[src/rtl/odpcr_pkg.sv]
// Package for the optical drive packet command responder.
// Assumes a single 40 MHz clock domain shared by all users.
package odpcr_pkg;

    // ATA task-level commands.
    localparam logic [7:0] ATA_READ_SECTORS = 8'h20;
    localparam logic [7:0] ATA_IDENTIFY     = 8'hec;
    localparam logic [7:0] ATA_PACKET       = 8'ha0;
    localparam logic [7:0] ATA_STANDBY      = 8'he2;
    localparam logic [7:0] ATA_STANDBY_IMM  = 8'he0;

    // Packet operation codes.
    localparam logic [7:0] OP_TEST_READY    = 8'h00;
    localparam logic [7:0] OP_READ10        = 8'h28;
    localparam logic [7:0] OP_SEEK          = 8'h2b;
    localparam logic [7:0] OP_START_STOP    = 8'h1b;
    localparam logic [7:0] OP_LOCK_UNLOCK   = 8'h1e;
    localparam logic [7:0] OP_READ_CD       = 8'hbe;

    // Sector selection bytes for the CD read.
    localparam logic [7:0] SEL_DATA         = 8'hf8;
    localparam logic [7:0] SEL_AUDIO        = 8'hf0;

    // Packet byte positions.
    localparam int CDB_BYTES     = 12;
    localparam int CDB_SEL_BYTE  = 9;
    localparam int CDB_SS_BYTE   = 4;
    localparam int CDB_LOCK_BYTE = 4;
    localparam int SS_START_BIT  = 0;
    localparam int SS_EJECT_BIT  = 1;

    // Sense values.
    localparam logic [3:0] SK_NONE          = 4'h0;
    localparam logic [3:0] SK_NOT_READY     = 4'h2;
    localparam logic [3:0] SK_MEDIUM_ERR    = 4'h3;
    localparam logic [3:0] SK_ILLEGAL       = 4'h5;
    localparam logic [7:0] ASC_NO_MEDIUM    = 8'h3a;
    localparam logic [7:0] ASC_INCOMPAT     = 8'h30;
    localparam logic [7:0] ASCQ_INCOMPAT    = 8'h02;
    localparam logic [7:0] ASC_INVALID_OP   = 8'h20;
    localparam logic [7:0] ASC_NOT_READY    = 8'h04;

    // Packet-device signature placed in the cylinder registers.
    localparam logic [7:0] SIG_CYL_LOW      = 8'h14;
    localparam logic [7:0] SIG_CYL_HIGH     = 8'heb;

    // Drive-select bit in the device/head register.
    localparam int DRV_SEL_BIT = 4;

    // Timing.
    localparam int CLK_MHZ        = 40;
    localparam int SPIN_UP_US     = 100;
    localparam int SPIN_UP_CYC    = SPIN_UP_US * CLK_MHZ;
    localparam int SEEK_US        = 10;
    localparam int SEEK_CYC       = SEEK_US * CLK_MHZ;

    typedef struct packed {
        logic [3:0] key;
        logic [7:0] asc;
        logic [7:0] ascq;
    } odpcr_sense_t;

    typedef struct packed {
        logic [7:0] cyl_low;
        logic [7:0] cyl_high;
        logic [7:0] dev_head;
        logic [7:0] status;
    } odpcr_task_t;

    typedef enum logic [1:0] {
        ODPCR_SECT_NONE,
        ODPCR_SECT_DATA,
        ODPCR_SECT_AUDIO
    } odpcr_sect_t;

endpackage : odpcr_pkg

[src/rtl/odpcr_top.sv]
// Command interpreter of an optical drive on the ATA packet interface.
// Assumes the ATA transport delivers one command or full packet per strobe, in
// the clk domain, and that the mechanism reports its state as plain levels.
// Summary of operation
// - Load packet signature on ATA read or identify.
// - Data read on audio track fails with incompatible-format sense.
// - Packet seek command is implemented.
// - Seek end sets seek-complete flag, drive-select bit untouched.
// - Unit-ready with tray open or no disc: sense 2, code 3A.
// - CD read with selection F8h returns data sectors.
// - CD read with selection F0h returns raw audio sectors.
// - Stop and start unit spin down and fully spin up again.
// - ATA standby spins down; next access spins up and resumes.
// - Optional software eject with medium lock and unlock.
`timescale 1ns/1ps
`default_nettype none
module odpcr_top #(
    parameter int SPIN_UP_CYC = odpcr_pkg::SPIN_UP_CYC
) (
    // Clock and reset.
    input  wire logic                   clk,
    input  wire logic                   rst,
    // Command strobes from the transport.
    input  wire logic                   ata_cmd_valid,
    input  wire logic [7:0]             ata_cmd,
    input  wire logic                   pkt_valid,
    input  wire logic [95:0]            pkt_cdb,
    input  wire logic [7:0]             dev_head_in,
    // Mechanism state, asynchronous levels.
    input  wire logic                   tray_open,
    input  wire logic                   disc_present,
    input  wire logic                   track_is_audio,
    input  wire logic                   audio_supported,
    // Completion and state.
    output logic                        cmd_done,
    output logic                        cmd_error,
    output logic                        busy,
    output odpcr_pkg::odpcr_task_t      task_regs,
    output odpcr_pkg::odpcr_sense_t     sense,
    output odpcr_pkg::odpcr_sect_t      sect_type,
    output logic                        xfer_start,
    output logic                        spindle_on,
    output logic                        eject_pulse,
    output logic                        medium_locked,
    output logic                        seek_complete_flag
);

    ////////////////////////////////////////////////////////////////////////
    // Synchronise mechanism levels.

    logic [3:0] mech_meta_ff;
    logic [3:0] mech_ff;

    always_ff @(posedge clk or posedge rst) begin
        if (rst) begin
            mech_meta_ff <= 4'h0;
            mech_ff      <= 4'h0;
        end else begin
            mech_meta_ff <= {audio_supported, track_is_audio, disc_present, tray_open};
            mech_ff      <= mech_meta_ff;
        end
    end

    logic s_tray_open;
    logic s_disc;
    logic s_audio_trk;
    logic s_audio_ok;
    assign s_tray_open = mech_ff[0];
    assign s_disc      = mech_ff[1];
    assign s_audio_trk = mech_ff[2];
    assign s_audio_ok  = mech_ff[3];

    function automatic logic [7:0] cdb_byte(input logic [95:0] cdb, input int idx);
        cdb_byte = cdb[95 - idx*8 -: 8];
    endfunction : cdb_byte

    function automatic odpcr_pkg::odpcr_sense_t mk_sense(input logic [3:0] k, input logic [7:0] a,
                                                         input logic [7:0] q);
        mk_sense = '{key: k, asc: a, ascq: q};
    endfunction : mk_sense

    ////////////////////////////////////////////////////////////////////////
    // Command sequencer.

    typedef enum logic [1:0] {ST_IDLE, ST_SPIN, ST_SEEK} odpcr_state_t;

    odpcr_state_t state_ff;
    logic [31:0]  timer_ff;
    logic         after_spin_seek_ff;
    logic         pending_seek_ff;

    logic medium_ok;
    assign medium_ok = s_disc && !s_tray_open;

    // Decoded packet fields.
    logic [7:0] op;
    logic [7:0] sel;
    logic [7:0] ss;
    logic [7:0] lock_byte;
    logic       is_zero_cdb;
    assign op          = cdb_byte(pkt_cdb, 0);
    assign sel         = cdb_byte(pkt_cdb, odpcr_pkg::CDB_SEL_BYTE);
    assign ss          = cdb_byte(pkt_cdb, odpcr_pkg::CDB_SS_BYTE);
    assign lock_byte   = cdb_byte(pkt_cdb, odpcr_pkg::CDB_LOCK_BYTE);
    assign is_zero_cdb = (pkt_cdb == 96'h0);

    always_ff @(posedge clk or posedge rst) begin
        if (rst) begin
            state_ff           <= ST_IDLE;
            timer_ff           <= 32'h0;
            after_spin_seek_ff <= 1'b0;
            pending_seek_ff    <= 1'b0;
            cmd_done           <= 1'b0;
            cmd_error          <= 1'b0;
            busy               <= 1'b0;
            sense              <= '0;
            sect_type          <= odpcr_pkg::ODPCR_SECT_NONE;
            xfer_start         <= 1'b0;
            spindle_on         <= 1'b0;
            eject_pulse        <= 1'b0;
            medium_locked      <= 1'b0;
            seek_complete_flag <= 1'b0;
            task_regs          <= '0;
        end else begin
            cmd_done    <= 1'b0;
            cmd_error   <= 1'b0;
            xfer_start  <= 1'b0;
            eject_pulse <= 1'b0;
            unique case (state_ff)
                ST_IDLE: begin
                    if (ata_cmd_valid) begin
                        cmd_done <= 1'b1;
                        if (ata_cmd == odpcr_pkg::ATA_READ_SECTORS || ata_cmd == odpcr_pkg::ATA_IDENTIFY) begin
                            task_regs.cyl_low  <= odpcr_pkg::SIG_CYL_LOW;
                            task_regs.cyl_high <= odpcr_pkg::SIG_CYL_HIGH;
                            task_regs.dev_head <= dev_head_in;
                            cmd_error          <= 1'b1;
                        end else if (ata_cmd == odpcr_pkg::ATA_STANDBY || ata_cmd == odpcr_pkg::ATA_STANDBY_IMM) begin
                            spindle_on <= 1'b0;
                            sense      <= '0;
                        end else if (ata_cmd != odpcr_pkg::ATA_PACKET) begin
                            cmd_error <= 1'b1;
                        end
                    end else if (pkt_valid) begin
                        task_regs.dev_head <= dev_head_in;
                        if (op == odpcr_pkg::OP_TEST_READY && is_zero_cdb) begin
                            cmd_done <= 1'b1;
                            if (!medium_ok) begin
                                cmd_error <= 1'b1;
                                sense <= mk_sense(odpcr_pkg::SK_NOT_READY, odpcr_pkg::ASC_NO_MEDIUM, 8'h00);
                            end else begin
                                sense <= '0;
                            end
                        end else if (op == odpcr_pkg::OP_START_STOP) begin
                            cmd_done <= !ss[odpcr_pkg::SS_START_BIT];
                            if (ss[odpcr_pkg::SS_EJECT_BIT] && !ss[odpcr_pkg::SS_START_BIT]) begin
                                if (medium_locked) begin
                                    cmd_error <= 1'b1;
                                    sense <= mk_sense(odpcr_pkg::SK_ILLEGAL, 8'h53, 8'h02);
                                end else begin
                                    eject_pulse <= 1'b1;
                                    sense       <= '0;
                                end
                                spindle_on <= 1'b0;
                            end else if (ss[odpcr_pkg::SS_START_BIT]) begin
                                spindle_on         <= 1'b1;
                                busy               <= 1'b1;
                                timer_ff           <= 32'(SPIN_UP_CYC);
                                after_spin_seek_ff <= 1'b0;
                                state_ff           <= ST_SPIN;
                            end else begin
                                spindle_on <= 1'b0;
                                sense      <= '0;
                            end
                        end else if (op == odpcr_pkg::OP_LOCK_UNLOCK) begin
                            medium_locked <= lock_byte[0];
                            cmd_done      <= 1'b1;
                            sense         <= '0;
                        end else if (!medium_ok && (op == odpcr_pkg::OP_SEEK || op == odpcr_pkg::OP_READ10
                                     || op == odpcr_pkg::OP_READ_CD)) begin
                            cmd_done  <= 1'b1;
                            cmd_error <= 1'b1;
                            sense <= mk_sense(odpcr_pkg::SK_NOT_READY, odpcr_pkg::ASC_NO_MEDIUM, 8'h00);
                        end else if (op == odpcr_pkg::OP_READ10 && s_audio_trk) begin
                            cmd_done  <= 1'b1;
                            cmd_error <= 1'b1;
                            sense <= mk_sense(odpcr_pkg::SK_MEDIUM_ERR, odpcr_pkg::ASC_INCOMPAT,
                                              odpcr_pkg::ASCQ_INCOMPAT);
                        end else if (op == odpcr_pkg::OP_SEEK || op == odpcr_pkg::OP_READ10
                                     || (op == odpcr_pkg::OP_READ_CD && (sel == odpcr_pkg::SEL_DATA
                                     || (sel == odpcr_pkg::SEL_AUDIO && s_audio_ok)))) begin
                            busy               <= 1'b1;
                            seek_complete_flag <= 1'b0;
                            pending_seek_ff    <= (op == odpcr_pkg::OP_SEEK);
                            if (op == odpcr_pkg::OP_READ_CD && sel == odpcr_pkg::SEL_AUDIO) begin
                                sect_type <= odpcr_pkg::ODPCR_SECT_AUDIO;
                            end else if (op != odpcr_pkg::OP_SEEK) begin
                                sect_type <= odpcr_pkg::ODPCR_SECT_DATA;
                            end
                            if (!spindle_on) begin
                                spindle_on         <= 1'b1;
                                timer_ff           <= 32'(SPIN_UP_CYC);
                                after_spin_seek_ff <= 1'b1;
                                state_ff           <= ST_SPIN;
                            end else begin
                                timer_ff <= 32'(odpcr_pkg::SEEK_CYC);
                                state_ff <= ST_SEEK;
                            end
                        end else begin
                            cmd_done  <= 1'b1;
                            cmd_error <= 1'b1;
                            sense <= mk_sense(odpcr_pkg::SK_ILLEGAL, odpcr_pkg::ASC_INVALID_OP, 8'h00);
                        end
                    end
                end
                ST_SPIN: begin
                    if (timer_ff > 32'h1) begin
                        timer_ff <= timer_ff - 32'h1;
                    end else if (after_spin_seek_ff) begin
                        timer_ff <= 32'(odpcr_pkg::SEEK_CYC);
                        state_ff <= ST_SEEK;
                    end else begin
                        busy     <= 1'b0;
                        cmd_done <= 1'b1;
                        sense    <= '0;
                        state_ff <= ST_IDLE;
                    end
                end
                ST_SEEK: begin
                    if (timer_ff > 32'h1) begin
                        timer_ff <= timer_ff - 32'h1;
                    end else begin
                        // Drive-select is left as latched; only the status flag moves.
                        busy               <= 1'b0;
                        cmd_done           <= 1'b1;
                        seek_complete_flag <= 1'b1;
                        xfer_start         <= !pending_seek_ff;
                        sense              <= '0;
                        state_ff           <= ST_IDLE;
                    end
                end
                default: state_ff <= ST_IDLE;
            endcase
            task_regs.status <= {busy, 1'b1, 1'b0, seek_complete_flag, 3'h0, cmd_error};
        end
    end

endmodule : odpcr_top
`default_nettype wire

[config.mk]
export PLATFORM = sky130hd
export DESIGN_NAME = odpcr_top
export DESIGN_NICKNAME = d
export VERILOG_FILES = /design/src/rtl/odpcr_pkg.sv /design/src/rtl/odpcr_top.sv
export SDC_FILE = /design/constraint.sdc
export NUM_CORES = 1
export LEC_CHECK = 0
export ABC_AREA = 1
export BUFFER_PORTS_ARGS = -buffer_cell sky130_fd_sc_hd__buf_2
export CAP_MARGIN = 30
export CORE_ASPECT_RATIO = 1.75
export CORE_MARGIN = 2
export CORE_UTILIZATION = 35
export CTS_CLUSTER_DIAMETER = 100
export DETAILED_ROUTE_END_ITERATION = 10
export HOLD_SLACK_MARGIN = 0.1
export MAX_ROUTING_LAYER = met4
export SLEW_MARGIN = 10
export SYNTH_ARGS = -nofsm -noshare
export SYNTH_HDL_FRONTEND = slang
export SYNTH_SLANG_ARGS = --single-unit
[constraint.sdc]
create_clock -name clk -period 2.1 [get_ports clk]
set_clock_uncertainty 0.1 [all_clocks]
set_input_delay 0.105 -clock clk [delete_from_list [all_inputs] [get_ports clk]]
set_output_delay 0.105 -clock clk [all_outputs]
set_load 0.02 [all_outputs]
==> summary.md <==
| Metric | Value |
|---|---|
| Post-synthesis sequential area ratio | `0.345` |
| Max Cap Violations | `0` |
| Mapped Area | `0.00552 sq mm` |
| Clk Tree Root Cell | `clkbuf_16` |
| Final instance area | `0.00747 sq mm` |
| Top FF cell, synth | `dfrtp_1` |
| Final number of setup-violating endpoints | `0` |
| CP Depth | `14` |
| Sequential power share | `0.228` |
| Largest cells by area after synthesis | `dfrtp_1, nand2_1, nor2_1, nand3_1, inv_1` |
| Mux share of post-synthesis cell area | `0` |
| Peak supply drop | `0.735 mV` |
| Worst-Margin Slew | `0.624 ns` |
| CTS Buf Count | `9` |
| Core area | `0.0154 sq mm` |
| IO buf count | `159` |
| Clock power frac | `0.168` |
| Worst setup EP type | `flop` |
| DR pass1 iterations | `4` |
| Switching Power | `4.31 mW` |
| Final WL | `17.8 mm` |
| XOR/XNOR share of the synthesized area | `0.0413` |
| Post-synthesis compound-gate area fraction | `0.0671` |
| Clk pin slew, worst setup/hold paths | `0.07 ns` |
| Largest family of logic cells by synthesized area | `simple AND/OR/NAND/NOR gates` |
| Clock tree from TritonCTS | `done` |
| Chip height | `170 um` |
| Combinational share of power | `0.604` |
| Antenna violations before repair | `0` |
| Worst path buffer plus inverter count | `2` |
| CP cell instances | `nor2_2, nand2_2, nor2_4, nand2_2, nor2_2, nand2_1, nand2_2, a21oi_1, nor2_1, nand2_1, inv_4, buf_4, nand3_1, nand2_1` |
| Slew headroom | `0.583` |
| Worst Path Required | `2.29 ns` |
| Cell variety after synth | `43` |
| Via count | `6033` |
| RSZ-0062 raised after global routing | `true` |
| Max Clk Rate | `483 MHz` |
| Fill cells | `1546` |
| GR Util All Layers | `0.219` |
| Drt initial violations | `270` |
| Family with the most delay on the worst path | `simple AND/OR/NAND/NOR gates` |
| Antenna diodes | `0` |
| Worst-path maximum fanout | `8` |
| Status | `complete, no violations` |
| HP Start | `pkt_valid` |
| Vias in the first global route | `6078` |
| Internal power | `4.72 mW` |
| Clock tree buffer depth | `2` |
| First-pass GRT wire length | `28.4 mm` |
| Final slew viol count | `0` |
| Crit path largest cell delay | `0.42 ns` |
| CTS H-tree depth | `3` |
| Power per Cell Area | `1210 mW/mm^2` |
| Post-route ant nets | `0` |
| R2R cell count | `14` |
| Cell taking the most area after synthesis | `dfrtp_1` |
| Post-synth ARST share | `1.00` |
| FF/Latch Area | `0.00191 sq mm` |
| Std-Cell Rows | `60` |
| Die Width | `98.9 um` |
| Worst EP arrival | `2.26 ns` |
| Cell with the most instances after synthesis | `nand2_1` |
| Post-DP HPWL | `14.1 mm` |
| Hold Vio Cnt, Final | `0` |
| Hold path depth | `5` |
| Placer congestion estimate | `0.977` |
| Static Leak | `4.03 nW` |
| Die ar. | `0.0168 sq mm` |
| CP Launch Point | `timer_ff[5]` |
| Ys Warns | `0` |
| Final net count | `1190` |
| # IOs | `182` |
| Crit path launch type | `flop` |
| Seq cells post-synth | `76` |
| Post-Synth Simple-Gate Area | `0.413` |
| TritonCTS Sinks | `76` |
| HP Class | `primary input to flop` |
| Gate Count Post-Synth | `836` |
| DR vias/cell | `4.81` |
| Final critical-path required period | `2.07 ns` |
| Post-synth EDFFs | `0` |
| Synth Area in Adders | `0.0136` |
| Total design power | `9.03 mW` |
| Final Cycle Share | `0.985` |
| Fin worst setup slack | `0.0312 ns` |
| Grt total ovfl | `0` |
| DR DRC count | `0` |
| Crit path max-delay cell type | `dfrtp_1` |
| RR Startpoint | `timer_ff[5]` |
| Multi-input logic area | `0.00317 sq mm` |
| Worst slack, placed | `-0.0162 ns` |
| Post-synth top cells | `nand2_1, nor2_1, inv_1, dfrtp_1, nand3_1` |
| WL/cell | `14.2 um` |
| Kind of critical path | `flop to flop` |
| Largest net degree at the start of global routing | `27` |
| Initial Util | `0.358` |
| Net Sw Frac | `0.477` |
| Placed inst area | `0.00685 sq mm` |
| Post-synth top area share | `0.345` |
| Syn Area/Cell | `6.60 sq um` |
| Layout cells sized above 1 | `0.298` |
| Clk_lat worst skew | `0.35 ns` |
| Area growth from synthesis to final layout | `35.5%` |
layout by cell type (no fill, tap or decap), types with 3 or more instances in the layout:
cell type      count
nand2_1          233
buf_2            159
nor2_1           135
inv_1             73
nand3_1           73
dfrtp_1           72
buf_4             63
o21ai_0           36
xor2_1            26
conb_1            23
nor2_2            22
nand2_2           16
nand4_1           15
dlygate4sd3_1     15
a21oi_1           11
nor3_1            10
clkbuf_16          9
inv_2              7
buf_12             7
o21ai_1            6
nor2_4             4
nor3_4             4
o21a_1             4
clkinvlp_4         4
ha_1               4
dfrtp_2            4
nor4_1             3
or2_2              3
inv_6              3
worst paths after layout:
path | end | slack (ns)
max | sense[16] | 0.03
min | after_spin_seek_ff | 0.13
max reg2reg | sense[16] | 0.03
min reg2reg | mech_ff[3] | 0.25
max in group asynchronous | mech_meta_ff[1] | 1.05
min in group asynchronous | task_regs[7] | 0.28
per-layer routing:
layer / wire length, um / track usage
met5: 0 / -
met4: 588 / 0.0852
met3: 613 / 0.0275
met2: 10700 / 0.454
met1: 5890 / 0.191
per-stage QoR:
stage,hold WS [ns],TNS [ns],utilization,cells
final,0.134,0,0.486,1255
after global routing,0.146,-0.875,0.486,1255
after CTS,0.112,0,0.473,1247
after detailed placement,0.116,-0.0528,0.445,1216
after global placement,0.114,0,0.445,1216
after floorplan,0.0364,0,-,857
power by group through the flow:
stage	logic [mW]	clock network [mW]	registers (mW)
after floorplan	2.88	0	2.26
after global placement	4.99	0	2.06
after detailed placement	5.02	0	2.06
after CTS	5.07	1.55	2.05
after global routing	5.99	1.60	2.10
final	5.45	1.52	2.06
sequential cells by signal, summed over array words and instances (netlist names):
signal,count
after_spin_seek_ff,1
busy,1
cmd_done,1
cmd_error,1
eject_pulse,1
mech_ff,4
mech_meta_ff,4
medium_locked,1
pending_seek_ff,1
sect_type,2
seek_complete_flag,1
sense,9
spindle_on,1
state_ff,2
task_regs,13
timer_ff,32
xfer_start,1
what timing repair did:
action | in CTS | in global routing
hold endpoints to repair | 37 | 0
endpoints found under the setup margin | 9 | 47
hold buffers | 15 | 0
buffers inserted | 0 | 7
pin swaps | 0 | 15
gates cloned | 0 | 1
gates resized for setup | 1 | 47
cells by family after synthesis:
family / after synthesis
other: 2
xor gates and xnor gates: 26
buffers and inverters: 133
DFF: 76
adders and majority gates: 6
AOI/OAI and AO/OA: 66
and+or+nand+nor: 527
worst reg2reg max path, cell delays in order, from the launching register on:
cell	delay, ns
dfrtp_1	0.42
nor2_2	0.16
nand2_2	0.14
nor2_4	0.12
nand2_2	0.08
nor2_2	0.12
nand2_1	0.07
nand2_2	0.13
a21oi_1	0.07
nor2_1	0.11
nand2_1	0.09
inv_4	0.12
buf_4	0.13
nand3_1	0.09
nand2_1	0.07
area by class of cell:
| type | count | share of cell area |
|---|---|---|
| multi-input cells | 649 | 0.424 |
| flip-flops and latches | 76 | 0.255 |
| repair buffers | 244 | 0.209 |
| inverters | 84 | 0.0430 |
| well taps | 186 | 0.0311 |
| clock buffers | 9 | 0.0301 |
| clock inverters | 7 | 0.00770 |
Power figures use the tool's default switching activity.
